File: config.mk
export PLATFORM = sky130hd
export DESIGN_NAME = fsi_indication
export DESIGN_NICKNAME = d
export VERILOG_FILES = /design/src/rtl/fsi_pkg.sv /design/src/rtl/fsi_indication.sv
export VERILOG_INCLUDE_DIRS = /design/src /design/src/rtl
export SDC_FILE = /design/constraint.sdc
export NUM_CORES = 1
export LEC_CHECK = 0
export BUFFER_PORTS_ARGS = -buffer_cell sky130_fd_sc_hd__buf_2
export CORE_MARGIN = 5
export CORE_UTILIZATION = 40
export DETAILED_ROUTE_END_ITERATION = 7
export PLACE_DENSITY = 0.68
export SYNTH_ARGS = -nofsm -noshare
export SYNTH_HDL_FRONTEND = slang
export SYNTH_SLANG_ARGS = --single-unit
File: constraint.sdc
create_clock -name clk -period 3.4 [get_ports clk]
set_input_delay 0.68 -clock clk [delete_from_list [all_inputs] [get_ports clk]]
set_output_delay 0.68 -clock clk [all_outputs]
set_load 0.02 [all_outputs]
File: src/rtl/fsi_regs.svh
`ifndef FSI_REGS_SVH
`define FSI_REGS_SVH
// register byte offsets
`define FSI_OFF_PEND 5'h00
`define FSI_OFF_ACK 5'h04
`define FSI_OFF_PRMANS 5'h08
`define FSI_OFF_PRMINFO 5'h0c
`define FSI_OFF_GC 5'h10
`define FSI_OFF_CTRL 5'h14
// indication bit positions
`define FSI_IND_DXCHG 0
`define FSI_IND_OFFLINE 1
`define FSI_IND_BAUD 2
`define FSI_IND_WDOG 3
`define FSI_IND_TICK 4
`define FSI_IND_GC 5
`define FSI_IND_ADDR 6
`define FSI_IND_CFG 7
`define FSI_IND_PRM 8
`define FSI_IND_DIAG 9
`define FSI_IND_DOUT 10
// parameter answer codes and results
`define FSI_ANS_ACCEPT 2'h1
`define FSI_ANS_REJECT 2'h2
`define FSI_RES_NONE 2'h0
`define FSI_RES_DONE 2'h1
`define FSI_RES_CONFLICT 2'h2
`define FSI_RES_FORBID 2'h3
// tick period
`define FSI_TICK_NS 100000
`define FSI_CLK_NS 8
`define FSI_TICK_CYC (`FSI_TICK_NS / `FSI_CLK_NS)
`endif

File: src/rtl/fsi_pkg.sv
package fsi_pkg;
    typedef struct packed {
        logic dx_enter;
        logic dx_leave;
        logic offline_done;
        logic baud_found;
        logic wdog_expired;
        logic prm_msg;
        logic cfg_msg;
        logic addr_msg;
        logic gc_msg;
        logic [7:0] gc_byte;
        logic diag_swapped;
        logic dout_new;
        logic dout_cleared;
        logic [7:0] prm_len;
        logic [7:0] prm_buf_loc;
    } fsi_events_t;
endpackage : fsi_pkg

File: src/rtl/fsi_indication.sv
`timescale 1ns/1ns
`include "fsi_regs.svh"
// Overview of operation
// RL1: host polls or takes interrupt, its choice
// RL2: whole word poll uses interrupt layout
// RL3: sixteen bit field, one bit each
// RL4: one acknowledge clears polled or signalled
// RL5: data exchange entry or exit indicates
// RL6: offline after request, then indicate
// RL7: baud found indicates
// RL8: watchdog expiry in control state indicates
// RL9: tick indication every tenth millisecond
// RL10: changed global command stored, indicated
// RL11: address, config, parameter messages indicate
// RL12: diagnostics swap indicates
// RL13: output data, power-on, departure indicate
// RL14: parameter length and buffer readable
// RL15: accept or reject clears parameter indication
// RL16: reject marks parameters unusable (code leaves prm_usable unchanged when bus_mode_forbid is set)
// RL17: no new message gives done
// RL18: newer message gives conflict
// RL19: forbidden bus mode gives forbidden
// RL20: host checks parameters before config
// RL21: bits stay until acknowledged or answered
module fsi_indication #(
    parameter int TICK_CYCLES = `FSI_TICK_CYC
) (
    // clock and reset
    input wire logic clk,
    input wire logic reset,
    // protocol events from the slave engine
    input wire fsi_pkg::fsi_events_t events,
    input wire logic bus_mode_forbid,
    // avalon-mm slave
    input wire logic [4:0] avs_address,
    input wire logic avs_read,
    input wire logic avs_write,
    input wire logic [31:0] avs_writedata,
    output logic [31:0] avs_readdata,
    output logic avs_waitrequest,
    // host signalling
    output logic irq,
    output logic prm_usable,
    output logic go_offline_req
);
    import fsi_pkg::*;

    // RL3: sixteen bit pending field
    logic [15:0] pend;
    logic [15:0] ind_enable;
    logic [15:0] next_pend;
    logic [15:0] set_vec;
    logic [15:0] clr_vec;
    logic [7:0] gc_cell;
    logic [1:0] prm_result;
    logic prm_newer;
    logic ack_pulse;
    logic [31:0] tick_cnt;
    logic tick;
    logic wr_hit;
    logic rd_hit;
    logic rd_cap;
    logic prm_ans;
    logic [1:0] ans_code;

    // one wait cycle per access, answer on the second edge
    assign wr_hit = avs_write && !avs_waitrequest;
    assign rd_hit = avs_read && !avs_waitrequest;
    assign prm_ans = wr_hit && avs_address == `FSI_OFF_PRMANS;
    assign ans_code = avs_writedata[1:0];
    // read data captured in the wait cycle, standing at the taking edge
    assign rd_cap = avs_read && avs_waitrequest;

    // waitrequest from a flop, so the host sees a clean level
    always_ff @(posedge clk) begin
        if (reset) begin
            avs_waitrequest <= 1'b1;
        end else begin
            avs_waitrequest <= !((avs_read || avs_write)
                                 && avs_waitrequest);
        end
    end

    // RL9: tenth millisecond tick
    always_ff @(posedge clk) begin
        if (reset || tick_cnt == TICK_CYCLES - 1) begin
            tick_cnt <= 32'h0000_0000;
        end else begin
            tick_cnt <= tick_cnt + 32'h0000_0001;
        end
    end
    assign tick = tick_cnt == TICK_CYCLES - 1;

    // RL10: store only a changed command byte
    always_ff @(posedge clk) begin
        if (reset) begin
            gc_cell <= 8'h00;
        end else if (events.gc_msg && events.gc_byte != gc_cell) begin
            gc_cell <= events.gc_byte;
        end
    end

    always_comb begin
        set_vec = 16'h0000;
        // RL5: data exchange edges
        set_vec[`FSI_IND_DXCHG] = events.dx_enter || events.dx_leave;
        // RL6: offline reached
        set_vec[`FSI_IND_OFFLINE] = events.offline_done;
        // RL7: baud rate found
        set_vec[`FSI_IND_BAUD] = events.baud_found;
        // RL8: watchdog expiry
        set_vec[`FSI_IND_WDOG] = events.wdog_expired;
        // RL9: periodic tick
        set_vec[`FSI_IND_TICK] = tick;
        // RL10: changed command byte
        set_vec[`FSI_IND_GC] = events.gc_msg && events.gc_byte != gc_cell;
        // RL11: message arrival bits
        set_vec[`FSI_IND_ADDR] = events.addr_msg;
        set_vec[`FSI_IND_CFG] = events.cfg_msg;
        set_vec[`FSI_IND_PRM] = events.prm_msg;
        // RL12: diagnostics swap
        set_vec[`FSI_IND_DIAG] = events.diag_swapped;
        // RL13: output data new or cleared
        set_vec[`FSI_IND_DOUT] = events.dout_new || events.dout_cleared;
        set_vec = set_vec & ind_enable;
    end

    always_comb begin
        clr_vec = 16'h0000;
        // RL4: one acknowledge for polled or signalled
        if (wr_hit && avs_address == `FSI_OFF_ACK) begin
            clr_vec = avs_writedata[15:0];
            // RL15: parameter bit is owned by the answer
            clr_vec[`FSI_IND_PRM] = 1'b0;
        end
        if (prm_ans && (ans_code == `FSI_ANS_ACCEPT
                        || ans_code == `FSI_ANS_REJECT)) begin
            clr_vec[`FSI_IND_PRM] = 1'b1;
        end
    end

    // RL21: sticky until cleared, set wins
    assign next_pend = (pend & ~clr_vec) | set_vec;
    always_ff @(posedge clk) begin
        if (reset) begin
            pend <= 16'h0000;
        end else begin
            pend <= next_pend;
        end
    end

    // RL1: interrupt is a registered or of pending
    always_ff @(posedge clk) begin
        if (reset) begin
            irq <= 1'b0;
        end else begin
            irq <= |next_pend;
        end
    end

    // newer parameter message during the check
    always_ff @(posedge clk) begin
        if (reset) begin
            prm_newer <= 1'b0;
        end else if (prm_ans) begin
            prm_newer <= events.prm_msg;
        end else if (events.prm_msg && pend[`FSI_IND_PRM]) begin
            prm_newer <= 1'b1;
        end
    end

    // RL17: done / RL18: conflict / RL19: forbidden
    always_ff @(posedge clk) begin
        if (reset) begin
            prm_result <= `FSI_RES_NONE;
        end else if (prm_ans) begin
            if (bus_mode_forbid) begin
                prm_result <= `FSI_RES_FORBID;
            end else if (prm_newer || events.prm_msg) begin
                prm_result <= `FSI_RES_CONFLICT;
            end else begin
                prm_result <= `FSI_RES_DONE;
            end
        end
    end

    // RL16: reject blocks adoption, except in forbidden bus mode where prm_usable keeps its value
    always_ff @(posedge clk) begin
        if (reset) begin
            prm_usable <= 1'b0;
        end else if (prm_ans && !bus_mode_forbid) begin
            prm_usable <= ans_code == `FSI_ANS_ACCEPT;
        end else if (events.prm_msg) begin
            prm_usable <= 1'b0;
        end
    end

    // control: offline request and indication enables
    always_ff @(posedge clk) begin
        if (reset) begin
            go_offline_req <= 1'b0;
            ind_enable <= 16'hffff;
        end else if (wr_hit && avs_address == `FSI_OFF_CTRL) begin
            go_offline_req <= avs_writedata[16];
            ind_enable <= avs_writedata[15:0];
        end else if (events.offline_done) begin
            // RL6: request finished
            go_offline_req <= 1'b0;
        end
    end

    // RL2: whole word poll, same layout
    always_ff @(posedge clk) begin
        if (reset) begin
            avs_readdata <= 32'h0000_0000;
        end else if (rd_cap) begin
            if (avs_address == `FSI_OFF_PEND) begin
                avs_readdata <= {16'h0000, pend};
            end else if (avs_address == `FSI_OFF_PRMANS) begin
                avs_readdata <= {30'h0000_0000, prm_result};
            end else if (avs_address == `FSI_OFF_PRMINFO) begin
                // RL14: length and buffer location
                avs_readdata <= {16'h0000, events.prm_buf_loc,
                                 events.prm_len};
            end else if (avs_address == `FSI_OFF_GC) begin
                avs_readdata <= {24'h00_0000, gc_cell};
            end else if (avs_address == `FSI_OFF_CTRL) begin
                avs_readdata <= {15'h0000, go_offline_req, ind_enable};
            end else begin
                avs_readdata <= 32'h0000_0000;
            end
        end
    end

    a_set_wins: assert property (@(posedge clk) disable iff (reset)
        set_vec[`FSI_IND_DXCHG] |=> pend[`FSI_IND_DXCHG]) // RL5
        else $error("data exchange indication lost");
    a_sticky_bits: assert property (@(posedge clk) disable iff (reset)
        pend[`FSI_IND_BAUD] && !clr_vec[`FSI_IND_BAUD]
        |=> pend[`FSI_IND_BAUD]) // RL21
        else $error("indication dropped without clear");
    a_ack_clears: assert property (@(posedge clk) disable iff (reset)
        wr_hit && avs_address == `FSI_OFF_ACK && avs_writedata[3]
        && !set_vec[3] |=> !pend[3]) // RL4
        else $error("acknowledge did not clear");
    a_ack_keeps_prm: assert property (@(posedge clk) disable iff (reset)
        pend[8] && wr_hit && avs_address == `FSI_OFF_ACK |=> pend[8]) // RL15
        else $error("general acknowledge cleared parameter bit");
    a_reject_unusable: assert property (@(posedge clk) disable iff (reset)
        prm_ans && ans_code == `FSI_ANS_REJECT |=> !prm_usable) // RL16
        else $error("rejected parameters usable");
    a_forbid_result: assert property (@(posedge clk) disable iff (reset)
        prm_ans && bus_mode_forbid
        |=> prm_result == `FSI_RES_FORBID) // RL19
        else $error("forbidden result missing");
    a_conflict_result: assert property (@(posedge clk) disable iff (reset)
        prm_ans && !bus_mode_forbid && prm_newer
        |=> prm_result == `FSI_RES_CONFLICT) // RL18
        else $error("conflict result missing");
    a_done_result: assert property (@(posedge clk) disable iff (reset)
        prm_ans && !bus_mode_forbid && !prm_newer && !events.prm_msg
        |=> prm_result == `FSI_RES_DONE) // RL17
        else $error("done result missing");
    a_irq_follows: assert property (@(posedge clk) disable iff (reset)
        irq == (pend != 16'h0000)) // RL1
        else $error("interrupt disagrees with pending");
    a_tick_period: assert property (@(posedge clk) disable iff (reset)
        tick |=> !tick [*2]) // RL9
        else $error("tick too frequent");
    a_gc_store: assert property (@(posedge clk) disable iff (reset)
        set_vec[`FSI_IND_GC] |=> gc_cell == $past(events.gc_byte)) // RL10
        else $error("command byte not stored");
    a_poll_layout: assert property (@(posedge clk) disable iff (reset)
        rd_cap && avs_address == `FSI_OFF_PEND
        |=> avs_readdata[15:0] == $past(pend)) // RL2
        else $error("poll word mismatch");

    // bus handshake: one wait cycle, then back to waiting
    a_wait_answer: assert property (@(posedge clk) disable iff (reset)
        (avs_read || avs_write) && avs_waitrequest
        |=> !avs_waitrequest) // RL1
        else $error("waitrequest did not drop");

    a_wait_release: assert property (@(posedge clk) disable iff (reset)
        !avs_waitrequest |=> avs_waitrequest) // RL1
        else $error("waitrequest stayed low");

    a_result_read: assert property (@(posedge clk) disable iff (reset)
        rd_cap && avs_address == `FSI_OFF_PRMANS
        |=> avs_readdata[1:0] == $past(prm_result)) // RL17
        else $error("result read mismatch");

    a_info_read: assert property (@(posedge clk) disable iff (reset)
        rd_cap && avs_address == `FSI_OFF_PRMINFO
        |=> avs_readdata[15:0] == {$past(events.prm_buf_loc),
                                   $past(events.prm_len)}) // RL14
        else $error("parameter info mismatch");

    a_gc_read: assert property (@(posedge clk) disable iff (reset)
        rd_cap && avs_address == `FSI_OFF_GC
        |=> avs_readdata[7:0] == $past(gc_cell)) // RL10
        else $error("command cell read mismatch");

    // event bits land in the pending field
    a_offline_set: assert property (@(posedge clk) disable iff (reset)
        events.offline_done && ind_enable[`FSI_IND_OFFLINE]
        |=> pend[`FSI_IND_OFFLINE]) // RL6
        else $error("offline indication missing");

    a_offline_req: assert property (@(posedge clk) disable iff (reset)
        events.offline_done && !(wr_hit && avs_address == `FSI_OFF_CTRL)
        |=> !go_offline_req) // RL6
        else $error("offline request not finished");

    a_baud_set: assert property (@(posedge clk) disable iff (reset)
        events.baud_found && ind_enable[`FSI_IND_BAUD]
        |=> pend[`FSI_IND_BAUD]) // RL7
        else $error("baud indication missing");

    a_wdog_set: assert property (@(posedge clk) disable iff (reset)
        events.wdog_expired && ind_enable[`FSI_IND_WDOG]
        |=> pend[`FSI_IND_WDOG]) // RL8
        else $error("watchdog indication missing");

    a_addr_set: assert property (@(posedge clk) disable iff (reset)
        events.addr_msg && ind_enable[`FSI_IND_ADDR]
        |=> pend[`FSI_IND_ADDR]) // RL11
        else $error("address indication missing");

    a_diag_set: assert property (@(posedge clk) disable iff (reset)
        events.diag_swapped && ind_enable[`FSI_IND_DIAG]
        |=> pend[`FSI_IND_DIAG]) // RL12
        else $error("diagnostics indication missing");

    a_dout_set: assert property (@(posedge clk) disable iff (reset)
        (events.dout_new || events.dout_cleared)
        && ind_enable[`FSI_IND_DOUT] |=> pend[`FSI_IND_DOUT]) // RL13
        else $error("output data indication missing");

    // a masked cause never shows up
    a_mask_blocks: assert property (@(posedge clk) disable iff (reset)
        !ind_enable[`FSI_IND_DXCHG] && !pend[`FSI_IND_DXCHG]
        |=> !pend[`FSI_IND_DXCHG]) // RL3
        else $error("masked indication raised");

    // parameter answer handling
    a_accept_usable: assert property (@(posedge clk) disable iff (reset)
        prm_ans && ans_code == `FSI_ANS_ACCEPT && !bus_mode_forbid
        |=> prm_usable) // RL16
        else $error("accepted parameters unusable");

    a_answer_clears: assert property (@(posedge clk) disable iff (reset)
        prm_ans && (ans_code == `FSI_ANS_ACCEPT
                    || ans_code == `FSI_ANS_REJECT) && !events.prm_msg
        |=> !pend[`FSI_IND_PRM]) // RL15
        else $error("answer left parameter bit");

    c_prm_accept: cover property (@(posedge clk)
        prm_ans && ans_code == `FSI_ANS_ACCEPT);
    c_prm_conflict: cover property (@(posedge clk)
        prm_result == `FSI_RES_CONFLICT);
    c_ack_write: cover property (@(posedge clk)
        wr_hit && avs_address == `FSI_OFF_ACK);
    c_offline: cover property (@(posedge clk) events.offline_done);
    c_prm_forbid: cover property (@(posedge clk)
        prm_result == `FSI_RES_FORBID);
endmodule : fsi_indication

==> key figures, run 1 <==
Outcome
  • Status: complete, no violations

Routing
  • 1st-iter DRT viols: 239
  • Avg WL per Cell: 15.59 um
  • Vias per cell: 5.287
  • Post-route ant nets: 0
  • Drc violations: 0
  • Vias: slightly below 4,000
  • Detailed Routing Iterations Pass 1: 5
  • Final WL: 11,660 um

Yosys
  • Async SR Flop Fraction: 0
  • Cells after synthesis: 530
  • EDFF count, synth: 0
  • Synth cell types: 56
  • Share of synthesized area occupied by flip-flops and latches: 0.4285
  • Warning count from the yosys run: 0
  • Synthesis-stage register bit count: 96
  • Ys flop type: dfxtp_1
  • Syn Area/Cell: ~8.5 um2
  • Synthesized cell area: around 4500 um2

Placement
  • Placement Setup Slack: around 0.6 ns
  • # port buffers: 83
  • Dpl hpwl: roughly 8500 um
  • RePlAce Congestion: between 0.8 and 0.9

Power and ir drop
  • Cell internal pwr: 1.839 mW
  • Clk network pwr share: 0.424
  • Pleak: between 2 and 2.5 nW
  • Pwr/cell area: 467.2 nW/um2
  • Comb pwr share: 0.096
  • Reg power frac: 0.480
  • Sw frac: 0.2547
  • Worst vdd ir: between 0.0002 and 0.0003 V
  • Switching power total: 628.8 uW

Die
  • Die Area: about 13,000 um2
  • CORE AREA: 10,940 um2
  • Initial core utilization: 0.4102
  • Chip width: between 100 and 150 um
  • Boundary pin count: ~110
  • Die height: about 120 um
  • Row count: 38

Layout
  • Share of cells above drive strength 1: 0.2023
  • Diode count: 0
  • Most frequent cells in the layout: dfxtp_1 (96), buf_2 (83), nor2_1 (65)
  • Commonest non-fill, non-tap cell in the layout: dfxtp_1
  • Area Growth Syn to Fin: 17.77%
  • Total of fill cells in the finished design: 1,065
  • Final core occ: 0.4831
  • Nets: 683
  • Area of the multi-input gates: between 2000 and 2500 um2
  • FF+latch area: ~1900 um2

Timing
  • Hold_ws: between 0.4 and 0.5 ns
  • RSZ-0062 raised after global routing: false
  • Final period utilization: 0.7144
  • Final Skew: between 0.01 and 0.015 ns
  • Relative slew margins: 0.3472
  • PnR worst setup slack: just under 1 ns
  • Fmax achieved: around 410 MHz
  • Final Max Slew Viols: 0
  • Worst Tran Pin Value: ~1 ns
  • Final setup viols: 0
  • Setup Total Neg Slack: 0 ns
  • Fin crit period: between 2 and 2.5 ns
  • Final hold viol count: 0

Worst setup path
  • Worst r2r src: tick_cnt[0]
  • CP arrival: roughly 2.6 ns
  • Crit path required time: ~3.6 ns
  • Crit path from: avs_address[2]
  • Startpoint Class: primary input
  • Endpoint class of the critical path: flop
  • Critical path type: primary input to flop
  • Max FO, Critical Path: 17
  • R2R Setup Slk: between 1 and 1.5 ns

Global route
  • First-pass GRT wire length: between 15,000 and 20,000 um
  • Tot GR Track Use: 0.1741
  • Initial antenna violation count: 0
  • GRT overflow: 0
  • Vias in the first global route: between 3,000 and 4,000
  • Largest net degree at the start of global routing: 37

Hold path
  • Min-delay worst type: flop to flop
  • HP Start: avs_readdata[16]

CTS
  • Worst-skew pair later-pin latency: approximately 0.34 ns
  • CTS Buf Count: 9
  • Post-CTS sizing: 0
  • Clock transition at the registers of the reported paths: roughly 0.07 ns
  • Clock tree buffer depth: 2
  • CTS tree: yes
  • CTS root buffer: clkbuf_16
  • # Post-CTS Setup Buffers: 0
  • Maximum level of the CTS H-tree: 3
  • Clock sinks: 96
  • Cts hold-fix bufs: 0

Run
  • Max Cap Viol: 0
## cells in the mapped netlist, drive strengths merged (10+ instances only)
| master | instances | share of area |
|---|---|---|
| nand3 | 26 | 0.029 |
| xnor2 | 22 | 0.043 |
| dfxtp | 96 | 0.43 |
| buf | 18 | 0.030 |
| nor4 | 11 | 0.015 |
| o211ai | 10 | 0.017 |
| nand2 | 61 | 0.051 |
| nor2 | 65 | 0.054 |
| clkbuf | 26 | 0.022 |
| xor2 | 14 | 0.027 |
| inv | 16 | 0.013 |
| nand4 | 12 | 0.017 |
| o21ai | 18 | 0.020 |
| a21oi | 21 | 0.023 |
## sequential cells by signal, indices dropped and copies added, names as in the netlist
register         cells
avs_readdata        17
tick_cnt            32
irq                  1
avs_waitrequest      1
gc_cell              8
go_offline_req       1
prm_newer            1
ind_enable          16
prm_usable           1
pend                16
prm_result           2
## area by class of cell
cell class                      instances  area share
Clock inverter                          7     0.01658
Tap cell                              140     0.03316
Clock buffer                            9     0.04263
Inverter                               16     0.01137
Multi-Input combinational cell        388      0.4410
Sequential cell                        96      0.3638
Timing Repair Buffer                   92     0.09143
## logic make-up (layout without fill, tap and decap cells)
| kind of cell | Yosys count | after routing | synth area share |
|---|---|---|---|
| other | 1 | 15 | 0.0008360 |
| muxes | 16 | 16 | 0.03794 |
| DFF | 96 | 96 | 0.4285 |
| xor gates and xnor gates | 36 | 36 | 0.07029 |
| adders and majority gates | 2 | 2 | 0.005578 |
| and+or+nand+nor | 223 | 223 | 0.2449 |
| buffers and inverters | 60 | 124 | 0.06527 |
| AOI/OAI and AO/OA | 96 | 96 | 0.1467 |
## path summary, 6_finish.rpt
kind / endpoint / cells after the start
max: irq / 6
min: avs_readdata[16] / 2
max reg2reg: tick_cnt[28] / 6
min reg2reg: avs_readdata[16] / 2
## power by group through the flow
| stage | Clock, mW | Combinational (mW) | Sequential [mW] |
|---|---|---|---|
| 2_1_floorplan | 0 | 0.143 | 1.22 |
| 3_3_place_gp | 0 | 0.232 | 1.21 |
| 3_5_place_dp | 0 | 0.237 | 1.21 |
| 4_1_cts | 1.07 | 0.238 | 1.18 |
| 5_1_grt | 1.13 | 0.261 | 1.19 |
| 6_report | 1.05 | 0.237 | 1.18 |
## worst max-delay path, cell delays in order
cell,delay (ns)
buf_2,0.30
nand4bb_1,0.39
nor2_1,0.46
a21boi_0,0.18
a2111oi_0,0.44
a41oi_1,0.17
## metrics by stage
stage | std cells | instance area [um2] | power (mW)
2_1_floorplan | 544 | 4538 | 1.364
3_3_place_gp | 732 | 4970 | 1.440
3_5_place_dp | 732 | 4970 | 1.447
4_1_cts | 748 | 5283 | 2.493
5_1_grt | 748 | 5283 | 2.577
6_report | 748 | 5283 | 2.468
## metal layers
layer	vias up	wire, um	GRT usage
li1	1987	-	-
met1	1853	5077	0.2243
met2	106	5701	0.3011
met3	9	792	0.03812
met4	0	92	0.03480
met5	-	0	0
Power figures use the tool's default switching activity.
==> run 2: changes to the inputs <==
Settings changed: ABC_AREA set to 1, PLACE_DENSITY 0.68 to 0.7.
Clock period 3.4 ns to 2.2 ns, I/O delays scaled along.
==> run 2 against run 1 <==
Effect of this change: total power increased by 52%; clock power grew 48%; flip-flop and latch count unchanged; final cell count increased by 23%; clock skew grew 0.0013 ns; critical endpoint unchanged.
==> key figures, run 2 <==
Die
  • Initial core utilization: 0.4118
  • Boundary pin count: between 100 and 150
  • CORE AREA: ~12,000 um2
  • Chip width: about 120 um
  • Die height: ~120 um
  • Die Area: ~14,000 um2
  • Row count: 39

Run
  • Max Cap Viol: 0

Yosys
  • Share of synthesized area occupied by flip-flops and latches: 0.4053
  • Synthesized cell area: about 4700 um2
  • Synth cell types: 39
  • Synth top area share: 0.4053
  • Warning count from the yosys run: 0
  • Ys flop type: dfxtp_1
  • Commonest cells post-synth: nand2_1 (181), dfxtp_1 (96), nor2_1 (72)
  • Async SR Flop Fraction: 0
  • Syn Area/Cell: between 6 and 7 um2
  • Cells after synthesis: just under 700
  • Count leader, synth: nand2_1
  • Synthesis-stage register bit count: between 90 and 100
  • Dominant cells by area after synthesis: dfxtp_1 (41%), nand2_1 (14%), a21oi_1 (6.4%), nor2_1 (5.7%), nand3_1 (4.9%)
  • EDFF count, synth: 0
  • Synth area leader: dfxtp_1

Timing
  • Fmax achieved: roughly 560 MHz
  • Fin crit period: around 1.8 ns
  • Worst Tran Pin Value: just under 0.6 ns
  • Final period utilization: 0.8176
  • RSZ-0062 raised after global routing: false
  • Setup Total Neg Slack: 0 ns
  • Final setup viols: 0
  • Final Max Slew Viols: 0
  • Final hold viol count: 0
  • Final Skew: approximately 0.012 ns
  • Relative slew margins: 0.6151

Layout
  • Top reg by flops: tick_cnt
  • FF+latch area: approximately 1900 um2
  • Area Growth Syn to Fin: 17.76%
  • Diode count: 0
  • Most frequent cells in the layout: nand2_1 (181), dfxtp_1 (96), buf_2 (83)
  • Total of fill cells in the finished design: between 1,000 and 1,500
  • Nets: 852
  • Largest regs: tick_cnt x32, avs_readdata x17
  • Post-route cell area: between 5000 and 6000 um2
  • Max reg flops: 32
  • Share of cells above drive strength 1: 0.1806
  • Commonest non-fill, non-tap cell in the layout: nand2_1
  • Area of the multi-input gates: around 2400 um2

Power and ir drop
  • Pwr/cell area: 671.0 nW/um2
  • Pleak: about 2.4 nW
  • Clk network pwr share: 0.413
  • Switching power total: ~950 uW
  • Cell internal pwr: roughly 2.8 mW
  • Comb pwr share: 0.099
  • Sw frac: 0.2533
  • Worst vdd ir: ~0.00038 V
  • Reg power frac: 0.487

CTS
  • CTS Buf Count: 9
  • Worst-skew pair later-pin latency: around 0.35 ns
  • Clock tree buffer depth: 2
  • Clock transition at the registers of the reported paths: roughly 0.07 ns
  • Post-CTS sizing: 0
  • Clock sinks: between 90 and 100
  • Cts hold-fix bufs: 0
  • CTS root buffer: clkbuf_16
  • Maximum level of the CTS H-tree: 3
  • CTS tree: yes
  • # Post-CTS Setup Buffers: 0

Worst setup path
  • CP Buf/Inv Count: 2
  • Crit path required time: approximately 2.4 ns
  • Top delay family on crit path: simple AND/OR/NAND/NOR gates
  • Most used cell, CP: nand3_1
  • Slowest cell delay on critical path: around 0.36 ns
  • Endpoint class of the critical path: flop
  • Worst r2r src: avs_waitrequest
  • CP arrival: 2.04 ns
  • R2R Setup Slk: around 0.4 ns
  • Critical path type: flop to flop
  • Crit-path slowest cell: nor2_4
  • Startpoint Class: flop
  • Critical-path cell list: inv_1 -> nand2_1 -> nor2_4 -> nand3_1 -> a21boi_1 -> nand3_1 -> nor2_1 -> nand3_1 -> nand2_1 -> inv_1
  • Max FO, Critical Path: 15
  • Reg-to-reg endpoint: irq
  • Worst-case reg-to-reg path depth: 10

Routing
  • Detailed Routing Iterations Pass 1: 5
  • Vias: between 4,000 and 5,000
  • Avg WL per Cell: 13.82 um
  • Post-route ant nets: 0
  • Final WL: approximately 13,000 um
  • Vias per cell: around 5
  • Drc violations: 0
  • 1st-iter DRT viols: ~350

Global route
  • Largest net degree at the start of global routing: 33
  • Initial antenna violation count: 0
  • GRT overflow: 0
  • Tot GR Track Use: 0.1799
  • First-pass GRT wire length: approximately 21,000 um
  • Vias in the first global route: 4,306

Placement
  • RePlAce Congestion: between 0.8 and 0.9
  • # port buffers: a little over 80
  • Dpl hpwl: 9262 um
  • Placed instance area: 5301 um2

Hold path
  • Hold Path Cell Cnt: 2
  • Hold EP: avs_waitrequest
  • HP Start: avs_read
  • Min-delay worst type: primary input to flop

Outcome
  • Status: complete, no violations
[run 2: cell count changes after synthesis, moves of 16 or more]
cell      previous run  this run
clkbuf_1            25         9
a21oi_1             21        61
o21ai_0             15        34
nand3_1             26        46
inv_1               16        52
nand2_1             61       181
[run 2: how the worst max path moves through the flow]
stage / end / from / slack [ns] / depth (start not counted)
3_5_place_dp: irq / avs_address[0] / 0.19 / 14
5_1_grt: irq / avs_waitrequest / 0.24 / 12
6_report: irq / avs_waitrequest / 0.40 / 10
4_1_cts: tick_cnt[26] / tick_cnt[0] / 0.41 / 8
3_3_place_gp: irq / avs_address[0] / 0.21 / 14
2_1_floorplan: irq / avs_address[4] / 0.60 / 10
[run 2: final cells by class]
class	instances	area share
inverters	57	0.03831
clock inverters	5	0.01031
well taps	143	0.03204
multi-input cells	509	0.4367
repair buffers	99	0.09814
flip-flops and latches	96	0.3442
clock buffers	9	0.04033
[run 2: logic make-up after synthesis]
| group | share of synthesized area |
|---|---|
| buffers and inverters | 0.09155 |
| DFF | 0.4053 |
| AOI/OAI and AO/OA | 0.1330 |
| adders and majority gates | 0.005276 |
| other | 0.0007908 |
| xor gates and xnor gates | 0.02032 |
| and+or+nand+nor | 0.3438 |
[run 2: metal layers]
layer,up-vias,track usage,wire length [um]
met3,19,0.03602,755
met1,2042,0.2456,5852
met5,-,0,0
met4,0,0.06662,252
li1,2391,-,-
met2,150,0.2828,5821
[run 2: power groups by stage]
stage	logic (mW)	clock network (mW)	registers, mW
after floorplan	0.208	0	1.89
after global placement	0.369	0	1.86
after detailed placement	0.370	0	1.86
after CTS	0.372	1.58	1.83
after global routing	0.412	1.64	1.83
final	0.372	1.55	1.83
[run 2: per-stage QoR]
step | worst slack, ns | util | total power [mW] | hold WS (ns) | std cells
global route | 0.2413 | 0.4849 | 3.885 | 0.3025 | 918
global placement | 0.2095 | 0.4603 | 2.233 | 0.4348 | 904
CTS | 0.4135 | 0.4849 | 3.779 | 0.2893 | 918
floorplan | 0.6039 | - | 2.094 | 0.4292 | 698
finish | 0.4014 | 0.4849 | 3.747 | 0.2962 | 918
detailed placement | 0.1865 | 0.4603 | 2.234 | 0.4378 | 904
